File: src/verilog/mlt_pkg.sv
// Constants shared by the message translator: codes, ranges and reset values.
package mlt_pkg;

	// Incoming query function codes.
	localparam logic [7:0] FC_READ_COILS    = 8'h01;
	localparam logic [7:0] FC_READ_DISCRETE = 8'h02;
	localparam logic [7:0] FC_READ_HOLDING  = 8'h03;
	localparam logic [7:0] FC_READ_INPUT    = 8'h04;
	localparam logic [7:0] FC_WRITE_COIL    = 8'h05;
	localparam logic [7:0] FC_WRITE_REG     = 8'h06;
	localparam logic [7:0] FC_WRITE_COILS   = 8'h0F;
	localparam logic [7:0] FC_WRITE_REGS    = 8'h10;

	// Legacy network opcodes.
	localparam logic [7:0] OP_PRIO_READ     = 8'h20;
	localparam logic [7:0] OP_NPRIO_READ    = 8'h00;
	localparam logic [7:0] OP_PRIO_WRITE    = 8'h1E;
	localparam logic [7:0] OP_NPRIO_WRITE   = 8'h02;
	localparam logic [7:0] OP_PRINT         = 8'h22;
	localparam logic [7:0] OP_PRINT_REPLY   = 8'h92;

	// Status word codes; the two coil reads carry their low byte only.
	localparam logic [7:0]  ST_LOW_COILS    = 8'h03;
	localparam logic [7:0]  ST_LOW_DISCRETE = 8'h05;
	localparam logic [15:0] ST_READ_HOLDING = 16'h0006;
	localparam logic [15:0] ST_READ_INPUT   = 16'h0009;
	localparam logic [15:0] ST_WRITE_REG    = 16'h000D;
	localparam logic [15:0] ST_WRITE_COILS  = 16'h001F;
	localparam logic [15:0] ST_WRITE_REGS   = 16'h0020;
	localparam logic [15:0] ST_WRAPPED      = 16'hBAD5;

	// Transaction numbers of the non-priority forms.
	localparam logic [7:0] TN_READ_HOLDING  = 8'h03;
	localparam logic [7:0] TN_WRITE_COIL    = 8'h05;
	localparam logic [7:0] TN_WRITE_REG     = 8'h06;
	localparam logic [7:0] TN_WRITE_COILS   = 8'h0F;
	localparam logic [7:0] TN_WRITE_REGS    = 8'h10;

	// Register ranges; the upper range folds onto the lower one.
	localparam logic [15:0] REG_LOW_FIRST   = 16'h0001;
	localparam logic [15:0] REG_LOW_LAST    = 16'h2000;
	localparam logic [15:0] REG_HIGH_LAST   = 16'h4000;
	localparam logic [15:0] COILS_PER_REG   = 16'h0010;

	// Reset values of the registered outputs.
	localparam logic [7:0]  RST_BYTE        = 8'h00;
	localparam logic [15:0] RST_WORD        = 16'h0000;

endpackage

File: src/verilog/mlt_translator.sv
// Query translator between the serial register protocol and the legacy network.
module mlt_translator (
	input  wire logic        clock,          // Single 250 MHz clock.
	input  wire logic        rst,            // Synchronous reset, active high.
	input  wire logic        q_valid,        // Pulse: an inbound item is offered.
	input  wire logic        q_reply,        // Item is a reply to a wrapped query.
	input  wire logic [7:0]  q_func,         // Function code of the inbound query.
	input  wire logic [15:0] q_start,        // First register or coil, one based.
	input  wire logic [15:0] q_count,        // Number of registers or coils.
	output logic             l_valid,        // Pulse: a legacy message is ready.
	output logic [7:0]       l_opcode,       // Legacy opcode.
	output logic [15:0]      l_status,       // Status word code.
	output logic             l_status_sel,   // Access targets the status field.
	output logic [7:0]       l_transnum,     // Transaction number, zero if unused.
	output logic [15:0]      l_register,     // Legacy register number.
	output logic [15:0]      l_mask,         // Write mask, zero if unused.
	output logic             l_wrap,         // Message is carried in an envelope.
	output logic [7:0]       l_addr_byte,    // Address byte after the status word.
	input  wire logic        host_mode,      // High: host mode, low: gate mode.
	input  wire logic [7:0]  host_read_fc,   // Configured read function code.
	input  wire logic [7:0]  host_write_fc,  // Configured write function code.
	input  wire logic [15:0] host_bias,      // Configured register bias.
	input  wire logic        m_valid,        // Pulse: an outbound legacy request.
	input  wire logic        m_write,        // Request is a write.
	input  wire logic [7:0]  m_transnum,     // Transaction number of the request.
	input  wire logic [15:0] m_count,        // Register or coil count of the request.
	input  wire logic [15:0] m_remote,       // Legacy remote register number.
	output logic             mb_valid,       // Pulse: an outbound query is ready.
	output logic [7:0]       mb_func,        // Outbound function code.
	output logic [15:0]      mb_register     // Outbound register number.
);

	// All state of the block; every output is a field of it.
	typedef struct packed {
		logic        l_valid;
		logic [7:0]  l_opcode;
		logic [15:0] l_status;
		logic        l_status_sel;
		logic [7:0]  l_transnum;
		logic [15:0] l_register;
		logic [15:0] l_mask;
		logic        l_wrap;
		logic [7:0]  l_addr_byte;
		logic [15:0] bias;
		logic        mb_valid;
		logic [7:0]  mb_func;
		logic [15:0] mb_register;
	} mlt_state_type;

	mlt_state_type state;       // Registered state.
	mlt_state_type next_state;  // Value for the next edge.

	// Builds a mask of count ones starting at bit; count up to sixteen only.
	function automatic logic [15:0] mlt_mask(input logic [3:0] bit_pos, input logic [4:0] cnt);
		logic [16:0] ones;
		ones = (17'h00001 << cnt) - 17'h00001;
		return ones[15:0] << bit_pos;
	endfunction

	// Tells whether a register number lies in the given one-based range.
	function automatic logic mlt_in(input logic [15:0] v, input logic [15:0] lo,
		input logic [15:0] hi);
		return (v >= lo) && (v <= hi);
	endfunction

	// Zero-based coil index, register holding it and bit within that register.
	logic [15:0] coil_idx;
	logic [15:0] coil_reg;
	logic [3:0]  coil_bit;
	logic        in_low;
	logic        in_high;
	logic [15:0] folded;
	logic        last_reg_ok;

	// Shared address arithmetic for the inbound path.
	always_comb begin
		coil_idx = q_start - mlt_pkg::REG_LOW_FIRST;
		coil_reg = (coil_idx >> 4) + mlt_pkg::REG_LOW_FIRST;
		coil_bit = coil_idx[3:0];
		in_low   = mlt_in(q_start, mlt_pkg::REG_LOW_FIRST, mlt_pkg::REG_LOW_LAST);
		in_high  = mlt_in(q_start, mlt_pkg::REG_LOW_LAST + mlt_pkg::REG_LOW_FIRST,
			mlt_pkg::REG_HIGH_LAST);
		folded   = q_start - mlt_pkg::REG_LOW_LAST;
		last_reg_ok = ({1'b0, coil_bit} + q_count[4:0]) <= 5'h10;
	end

	// Next state: translate one inbound item and one outbound request per cycle.
	always_comb begin
		next_state = state;
		next_state.l_valid = 1'b0;
		next_state.mb_valid = 1'b0;
		next_state.bias = host_bias;
		if (q_valid) begin
			next_state.l_valid      = 1'b1;
			next_state.l_status_sel = 1'b0;
			next_state.l_transnum   = mlt_pkg::RST_BYTE;
			next_state.l_register   = q_start;
			next_state.l_mask       = mlt_pkg::RST_WORD;
			next_state.l_wrap       = 1'b0;
			next_state.l_status     = mlt_pkg::RST_WORD;
			next_state.l_opcode     = mlt_pkg::OP_PRINT;
			next_state.l_addr_byte  = mlt_pkg::RST_BYTE;
			// The reply path is decided first: a reply is never re-translated.
			if (q_reply) begin
				next_state.l_opcode = mlt_pkg::OP_PRINT_REPLY;
				next_state.l_status = mlt_pkg::ST_WRAPPED;
				next_state.l_wrap   = 1'b1;
			end else begin
				// Start from the envelope; mapped cases below overwrite it.
				// wrap untranslatable
				next_state.l_status = mlt_pkg::ST_WRAPPED;
				next_state.l_wrap   = 1'b1;
				case (q_func)
					// Coil reads address the register holding the first coil.
					mlt_pkg::FC_READ_COILS: begin
						next_state.l_opcode   = mlt_pkg::OP_PRIO_READ;
						next_state.l_status   = {coil_bit, q_count[3:0],
							mlt_pkg::ST_LOW_COILS};
						next_state.l_register = coil_reg;
						next_state.l_wrap     = 1'b0;
					end
					mlt_pkg::FC_READ_DISCRETE: begin
						next_state.l_opcode   = mlt_pkg::OP_PRIO_READ;
						next_state.l_status   = {coil_bit, q_count[3:0],
							mlt_pkg::ST_LOW_DISCRETE};
						next_state.l_register = coil_reg;
						next_state.l_wrap     = 1'b0;
					end
					mlt_pkg::FC_READ_HOLDING: begin
						if (in_low) begin
							next_state.l_opcode = mlt_pkg::OP_PRIO_READ;
							next_state.l_status = mlt_pkg::ST_READ_HOLDING;
							next_state.l_wrap   = 1'b0;
						end else if (in_high) begin
							next_state.l_opcode     = mlt_pkg::OP_NPRIO_READ;
							next_state.l_status     = mlt_pkg::RST_WORD;
							next_state.l_status_sel = 1'b1;
							next_state.l_transnum   = mlt_pkg::TN_READ_HOLDING;
							next_state.l_register   = folded;
							next_state.l_wrap       = 1'b0;
						end
					end
					mlt_pkg::FC_READ_INPUT: begin
						// Only the lower range has a mapping for input registers.
						if (in_low) begin
							next_state.l_opcode = mlt_pkg::OP_NPRIO_READ;
							next_state.l_status = mlt_pkg::ST_READ_INPUT;
							next_state.l_wrap   = 1'b0;
						end
					end
					mlt_pkg::FC_WRITE_COIL: begin
						next_state.l_opcode   = mlt_pkg::OP_NPRIO_WRITE;
						next_state.l_status   = mlt_pkg::RST_WORD;
						next_state.l_transnum = mlt_pkg::TN_WRITE_COIL;
						next_state.l_mask     = mlt_mask(coil_bit, 5'h01);
						next_state.l_register = coil_reg;
						next_state.l_wrap     = 1'b0;
					end
					mlt_pkg::FC_WRITE_REG: begin
						if (in_low) begin
							next_state.l_opcode = mlt_pkg::OP_PRIO_WRITE;
							next_state.l_status = mlt_pkg::ST_WRITE_REG;
							next_state.l_wrap   = 1'b0;
						end else if (in_high) begin
							next_state.l_opcode     = mlt_pkg::OP_NPRIO_WRITE;
							next_state.l_status     = mlt_pkg::RST_WORD;
							next_state.l_status_sel = 1'b1;
							next_state.l_transnum   = mlt_pkg::TN_WRITE_REG;
							next_state.l_register   = folded;
							next_state.l_wrap       = 1'b0;
						end
					end
					mlt_pkg::FC_WRITE_COILS: begin
						// Whole aligned words take the priority form.
						if (coil_bit == 4'h0 && q_count[3:0] == 4'h0 &&
							q_count != mlt_pkg::RST_WORD) begin
							next_state.l_opcode   = mlt_pkg::OP_PRIO_WRITE;
							next_state.l_status   = mlt_pkg::ST_WRITE_COILS;
							next_state.l_register = coil_reg;
							next_state.l_wrap     = 1'b0;
						end else if (q_count < mlt_pkg::COILS_PER_REG &&
							q_count != mlt_pkg::RST_WORD && last_reg_ok) begin
							next_state.l_opcode   = mlt_pkg::OP_NPRIO_WRITE;
							next_state.l_status   = mlt_pkg::RST_WORD;
							next_state.l_transnum = mlt_pkg::TN_WRITE_COILS;
							next_state.l_mask     = mlt_mask(coil_bit, q_count[4:0]);
							next_state.l_register = coil_reg;
							next_state.l_wrap     = 1'b0;
						end
					end
					mlt_pkg::FC_WRITE_REGS: begin
						if (in_low) begin
							next_state.l_opcode = mlt_pkg::OP_PRIO_WRITE;
							next_state.l_status = mlt_pkg::ST_WRITE_REGS;
							next_state.l_wrap   = 1'b0;
						end else if (in_high) begin
							next_state.l_opcode     = mlt_pkg::OP_NPRIO_WRITE;
							next_state.l_status     = mlt_pkg::RST_WORD;
							next_state.l_status_sel = 1'b1;
							next_state.l_transnum   = mlt_pkg::TN_WRITE_REGS;
							next_state.l_register   = folded;
							next_state.l_wrap       = 1'b0;
						end
					end
					// Anything else stays in the envelope set up above.
					default: begin
						next_state.l_wrap = 1'b1;
					end
				endcase
			end
		end
		// Outbound path toward serial slaves.
		if (m_valid) begin
			next_state.mb_valid = 1'b1;
			if (host_mode) begin
				next_state.mb_func = m_write ? host_write_fc : host_read_fc;
				next_state.mb_register = m_remote + host_bias;
			end else begin
				// Gate mode: host_bias is not added and the fixed mapping applies.
				next_state.mb_register = m_remote;
				if (!m_write) begin
					next_state.mb_func = mlt_pkg::FC_READ_HOLDING;
				end else if (m_transnum == mlt_pkg::TN_WRITE_COILS) begin
					next_state.mb_func = (m_count == 16'h0001) ?
						mlt_pkg::FC_WRITE_COIL : mlt_pkg::FC_WRITE_COILS;
				end else begin
					next_state.mb_func = mlt_pkg::FC_WRITE_REGS;
				end
			end
		end
	end

	// State register; reset clears every output to a quiet value.
	always_ff @(posedge clock) begin
		if (rst) begin
			state <= '0;
		end else begin
			state <= next_state;
		end
	end

	// Outputs come straight from the state flip-flops.
	assign l_valid      = state.l_valid;
	assign l_opcode     = state.l_opcode;
	assign l_status     = state.l_status;
	assign l_status_sel = state.l_status_sel;
	assign l_transnum   = state.l_transnum;
	assign l_register   = state.l_register;
	assign l_mask       = state.l_mask;
	assign l_wrap       = state.l_wrap;
	assign l_addr_byte  = state.l_addr_byte;
	assign mb_valid     = state.mb_valid;
	assign mb_func      = state.mb_func;
	assign mb_register  = state.mb_register;
endmodule

File: config.mk
export PLATFORM = sky130hd
export DESIGN_NAME = mlt_translator
export DESIGN_NICKNAME = d
export VERILOG_FILES = /design/src/verilog/mlt_pkg.sv /design/src/verilog/mlt_translator.sv
export SDC_FILE = /design/constraint.sdc
export NUM_CORES = 1
export LEC_CHECK = 0
export CAP_MARGIN = 20
export CORE_UTILIZATION = 51
export CTS_CLUSTER_DIAMETER = 40
export DETAILED_ROUTE_END_ITERATION = 10
export DONT_BUFFER_PORTS = 1
export PLACE_DENSITY = 0.64
export SLEW_MARGIN = 20
export SYNTH_ARGS = -nofsm -noshare
export SYNTH_HDL_FRONTEND = slang
export SYNTH_SLANG_ARGS = --single-unit
File: constraint.sdc
create_clock -name clock -period 6.6 [get_ports clock]
set_input_delay 1.32 -clock clock [delete_from_list [all_inputs] [get_ports clock]]
set_output_delay 1.32 -clock clock [all_outputs]
set_load 0.05 [all_outputs]
==> out/metrics.cfg <==
[run_status]
status = complete, no violations

[synth]
synthMostInstantiatedCell = sky130_fd_sc_hd__nor2_1
synth-main-ff-cell = sky130_fd_sc_hd__dfxtp_1
yosys.area.top_type_share = 0.243
ys_seq_elements = 85
synthArstFlopShare = 0
post_synth.cell_area_avg_um2 = 7.70
synth-warning-count = 0
synthesis.area_mm2 = 0.00700
number_of_flops_mapped_to_enable_cells_by_yosys = 0
synth.distinct_cells = 86
synth-seq-area-share = 0.243
post_synth_main_area_contributors = sky130_fd_sc_hd__dfxtp_1 (24%), sky130_fd_sc_hd__ha_1 (5.0%), sky130_fd_sc_hd__nor2_1 (4.7%)
synth.largest_area_cell = sky130_fd_sc_hd__dfxtp_1
syn-instance-count = 909
ys_top_cells_by_count = sky130_fd_sc_hd__nor2_1 (88), sky130_fd_sc_hd__dfxtp_1 (85), sky130_fd_sc_hd__nand2_1 (75)

[clock_network]
clk_root_buffer_cell = sky130_fd_sc_hd__clkbuf_16
numClockSinks = 85
cts_resized = 0
holdBufCountCts = 0
clock_insertion_delay_worst_skew_ns = 0.34
clock_path_buffers = 2
clk_pin_slew_worst_paths_ns = 0.06
tritoncts = yes
cts_buffers = 9
htree_num_levels = 3
post_cts.repair.setup_buffers = 0

[placement]
preCtsSetupSlack_ns = 1.08
gp_congestion = 0.960
place.port_buffers = 0
dpl_cell_area_mm2 = 0.00692
hpwl_mm = 16.2

[power]
worst_ir_drop_vdd_mv = 0.125
power.leakage_nw = 2.70
cellPowerDensity_mw_per_mm2 = 200

[setup_path]
setup.worst_path.end = l_register[0]$_SDFFE_PP0P_
critPathLaunch = q_start[0]
cp-start-kind = primary input
worst_path_max_delay_cell = sky130_fd_sc_hd__ha_1
cells_along_the_critical_path = inv_1 > ha_1 > xnor2_1 > buf_4 > clkinv_1 > ha_1 > xor2_1 > nor3_1 > a311oi_1 > a21oi_1 > o211ai_4 > mux2_2 > a211oi_1
critical-path-max-stage-delay_ns = 0.54
regToRegStartpoint = l_opcode[3]$_SDFFE_PP0P_
critPathArrivalTime_ns = 5.51
element_type_at_the_critical_path_end = register
worst-endpoint-required_ns = 6.86
timing.critical_path.mode_cell = sky130_fd_sc_hd__ha_1
path_class = primary input to register
ff2ff_setup_slack_ns = 5.30
critical_path.reg2reg.endpoint = l_opcode[3]$_SDFFE_PP0P_
worstRegToRegCells = 2
critical_path.max_fanout = 32

[route]
final_antenna_violating_net_count = 0
num_vias = 6921
wl_per_cell_um = 20.8
avgViaCountPerCell = 6.67
drt_first_pass_iters = 5
dr.first_iter.drc_count = 556
post-route-drc-count = 0
finalWirelength_mm = 21.6

[floorplanning]
die-height_um = 119
die_width_um = 119
fp.dieArea_mm2 = 0.0142
design.core.area_mm2 = 0.0133
start_util = 0.527
design.portCount = 219
fp-row-count = 42

[layout]
n_antenna_cell = 0
nets = 1006
final_cell_area_mm2 = 0.00723
areaGrowthSynthToFinish_pct = 3.24
drive_above_1_share = 0.0754

[global_routing]
total_congestion_overflow_after_global_routing = 0
globalRouteTotalUtil = 0.293
largest_net_degree_at_the_start_of_global_routing = 68
number_of_global_route_vias_before_repair = 6428
grt_antenna_before_repair = 0
grt_pass1_wl_mm = 33.3

[min_path]
classification_of_the_worst_slack_hold_path = register to register

[run]
drv_cap = 0

[timing]
timing_max_transition_violations_final = 0
final_hold_violation_count = 0
period_share = 0.796
report.final.setup_viol = 0
max_slew_margin = 0.336
final.setup.tns_ns = 0
grt_setup_unrepaired = false
final_period_minus_worst_setup_slack_ns = 5.25
worst_clock_skew_ns = 0
fmax_achieved_ghz = 0.190
setup_ws_post_layout_ns = 1.35
pin_slew_with_the_least_headroom_to_its_limit_ns = 0.994

[cells in the final DEF, fill, tap and decap left out, types with 10 or more instances in the layout]
| master | Yosys | routed |
|---|---|---|
| sky130_fd_sc_hd__nor2_1 | 88 | 88 |
| sky130_fd_sc_hd__ha_1 | 28 | 28 |
| sky130_fd_sc_hd__nand2_1 | 75 | 75 |
| sky130_fd_sc_hd__conb_1 | 1 | 13 |
| sky130_fd_sc_hd__mux2i_1 | 24 | 24 |
| sky130_fd_sc_hd__and2_1 | 10 | 10 |
| sky130_fd_sc_hd__a32oi_1 | 11 | 11 |
| sky130_fd_sc_hd__a21oi_1 | 52 | 52 |
| sky130_fd_sc_hd__nand3_1 | 31 | 31 |
| sky130_fd_sc_hd__nor4_1 | 12 | 12 |
| sky130_fd_sc_hd__a31oi_1 | 17 | 17 |
| sky130_fd_sc_hd__mux2_2 | 13 | 13 |
| sky130_fd_sc_hd__inv_1 | 25 | 25 |
| sky130_fd_sc_hd__xor2_1 | 13 | 13 |
| sky130_fd_sc_hd__a21o_1 | 16 | 16 |
| sky130_fd_sc_hd__a211oi_1 | 32 | 32 |
| sky130_fd_sc_hd__dfxtp_1 | 85 | 85 |
| sky130_fd_sc_hd__nand2b_1 | 14 | 14 |
| sky130_fd_sc_hd__nor3_1 | 39 | 39 |
| sky130_fd_sc_hd__o21ai_0 | 43 | 43 |
| sky130_fd_sc_hd__or3_1 | 11 | 11 |
| sky130_fd_sc_hd__xnor2_1 | 15 | 15 |
[layout make-up]
| type | instances | area (um^2) |
|---|---|---|
| clock buffers | 10 | 239 |
| clock inverters | 6 | 70.1 |
| fillers | 1290 | 6070 |
| inverters | 28 | 105 |
| multi-input cells | 730 | 4870 |
| flip-flops and latches | 85 | 1700 |
| well taps | 176 | 220 |
| repair buffers | 3 | 22.5 |
[cells by family (layout without fill, tap and decap cells)]
logic type | after synthesis | count (layout) | synth area share
AOI/OAI and AO/OA | 274 | 274 | 0.281
xor gates and xnor gates | 28 | 28 | 0.0350
adders and majority gates | 30 | 30 | 0.0558
buffers and inverters | 106 | 47 | 0.0679
DFF | 85 | 85 | 0.243
muxes | 40 | 40 | 0.0649
other | 1 | 13 | 0.000536
and+or+nand+nor | 345 | 345 | 0.252
[how the worst min path moves through the flow]
stage	startpoint	end	slack, ns	cells past startpoint
2_1_floorplan	l_mask[6]$_SDFFE_PP0P_	l_mask[6]$_SDFFE_PP0P_	0.66	2
3_3_place_gp	l_mask[6]$_SDFFE_PP0P_	l_mask[6]$_SDFFE_PP0P_	0.69	2
3_5_place_dp	l_mask[6]$_SDFFE_PP0P_	l_mask[6]$_SDFFE_PP0P_	0.69	2
4_1_cts	l_mask[6]$_SDFFE_PP0P_	l_mask[6]$_SDFFE_PP0P_	0.70	2
5_1_grt	l_status[8]$_SDFFE_PP0P_	l_status[8]$_SDFFE_PP0P_	0.73	2
6_report	l_mask[6]$_SDFFE_PP0P_	l_mask[6]$_SDFFE_PP0P_	0.70	2
[sequential cells by signal, summed over array words and instances (netlist names)]
register / flops
l_transnum: 5
l_opcode: 5
mb_valid: 1
mb_func: 8
l_status: 15
l_valid: 1
l_register: 16
l_mask: 16
mb_register: 16
l_wrap: 1
l_status_sel: 1
[through the flow]
step	power [mW]	std cells	util	hold slack, ns
after floorplan	0.915	921	-	0.664
after global placement	0.921	1022	0.520	0.690
after detailed placement	0.928	1022	0.520	0.688
after CTS	1.45	1038	0.544	0.696
after global routing	1.51	1038	0.544	0.727
final	1.45	1038	0.544	0.695
[critical path, delay by kind of cell]
family | cells | cell delay (ns)
multiplexers | 1 | 0.40
XOR/XNOR | 2 | 0.31
AND/OR/NAND/NOR | 1 | 0.08
AO/OA/AOI/OAI | 4 | 1.40
buffers and inverters | 3 | 1.07
adder cells (fa/ha/maj) | 2 | 0.91
[metal layers]
metal | GRT usage | vias up | wire length, um
met2 | 0.493 | 355 | 10300
met5 | 0 | - | 0
met4 | 0.142 | 0 | 767
li1 | - | 3272 | -
met1 | 0.353 | 3239 | 8780
met3 | 0.0632 | 55 | 1840
[power breakdown]
| group | switching [mW] | total, mW | internal (mW) |
|---|---|---|---|
| sequential | 0.105 | 0.643 | 0.538 |
| combinational | 0.161 | 0.277 | 0.116 |
| clock | 0.222 | 0.528 | 0.306 |
No activity file was read; power rests on OpenSTA's default activity.
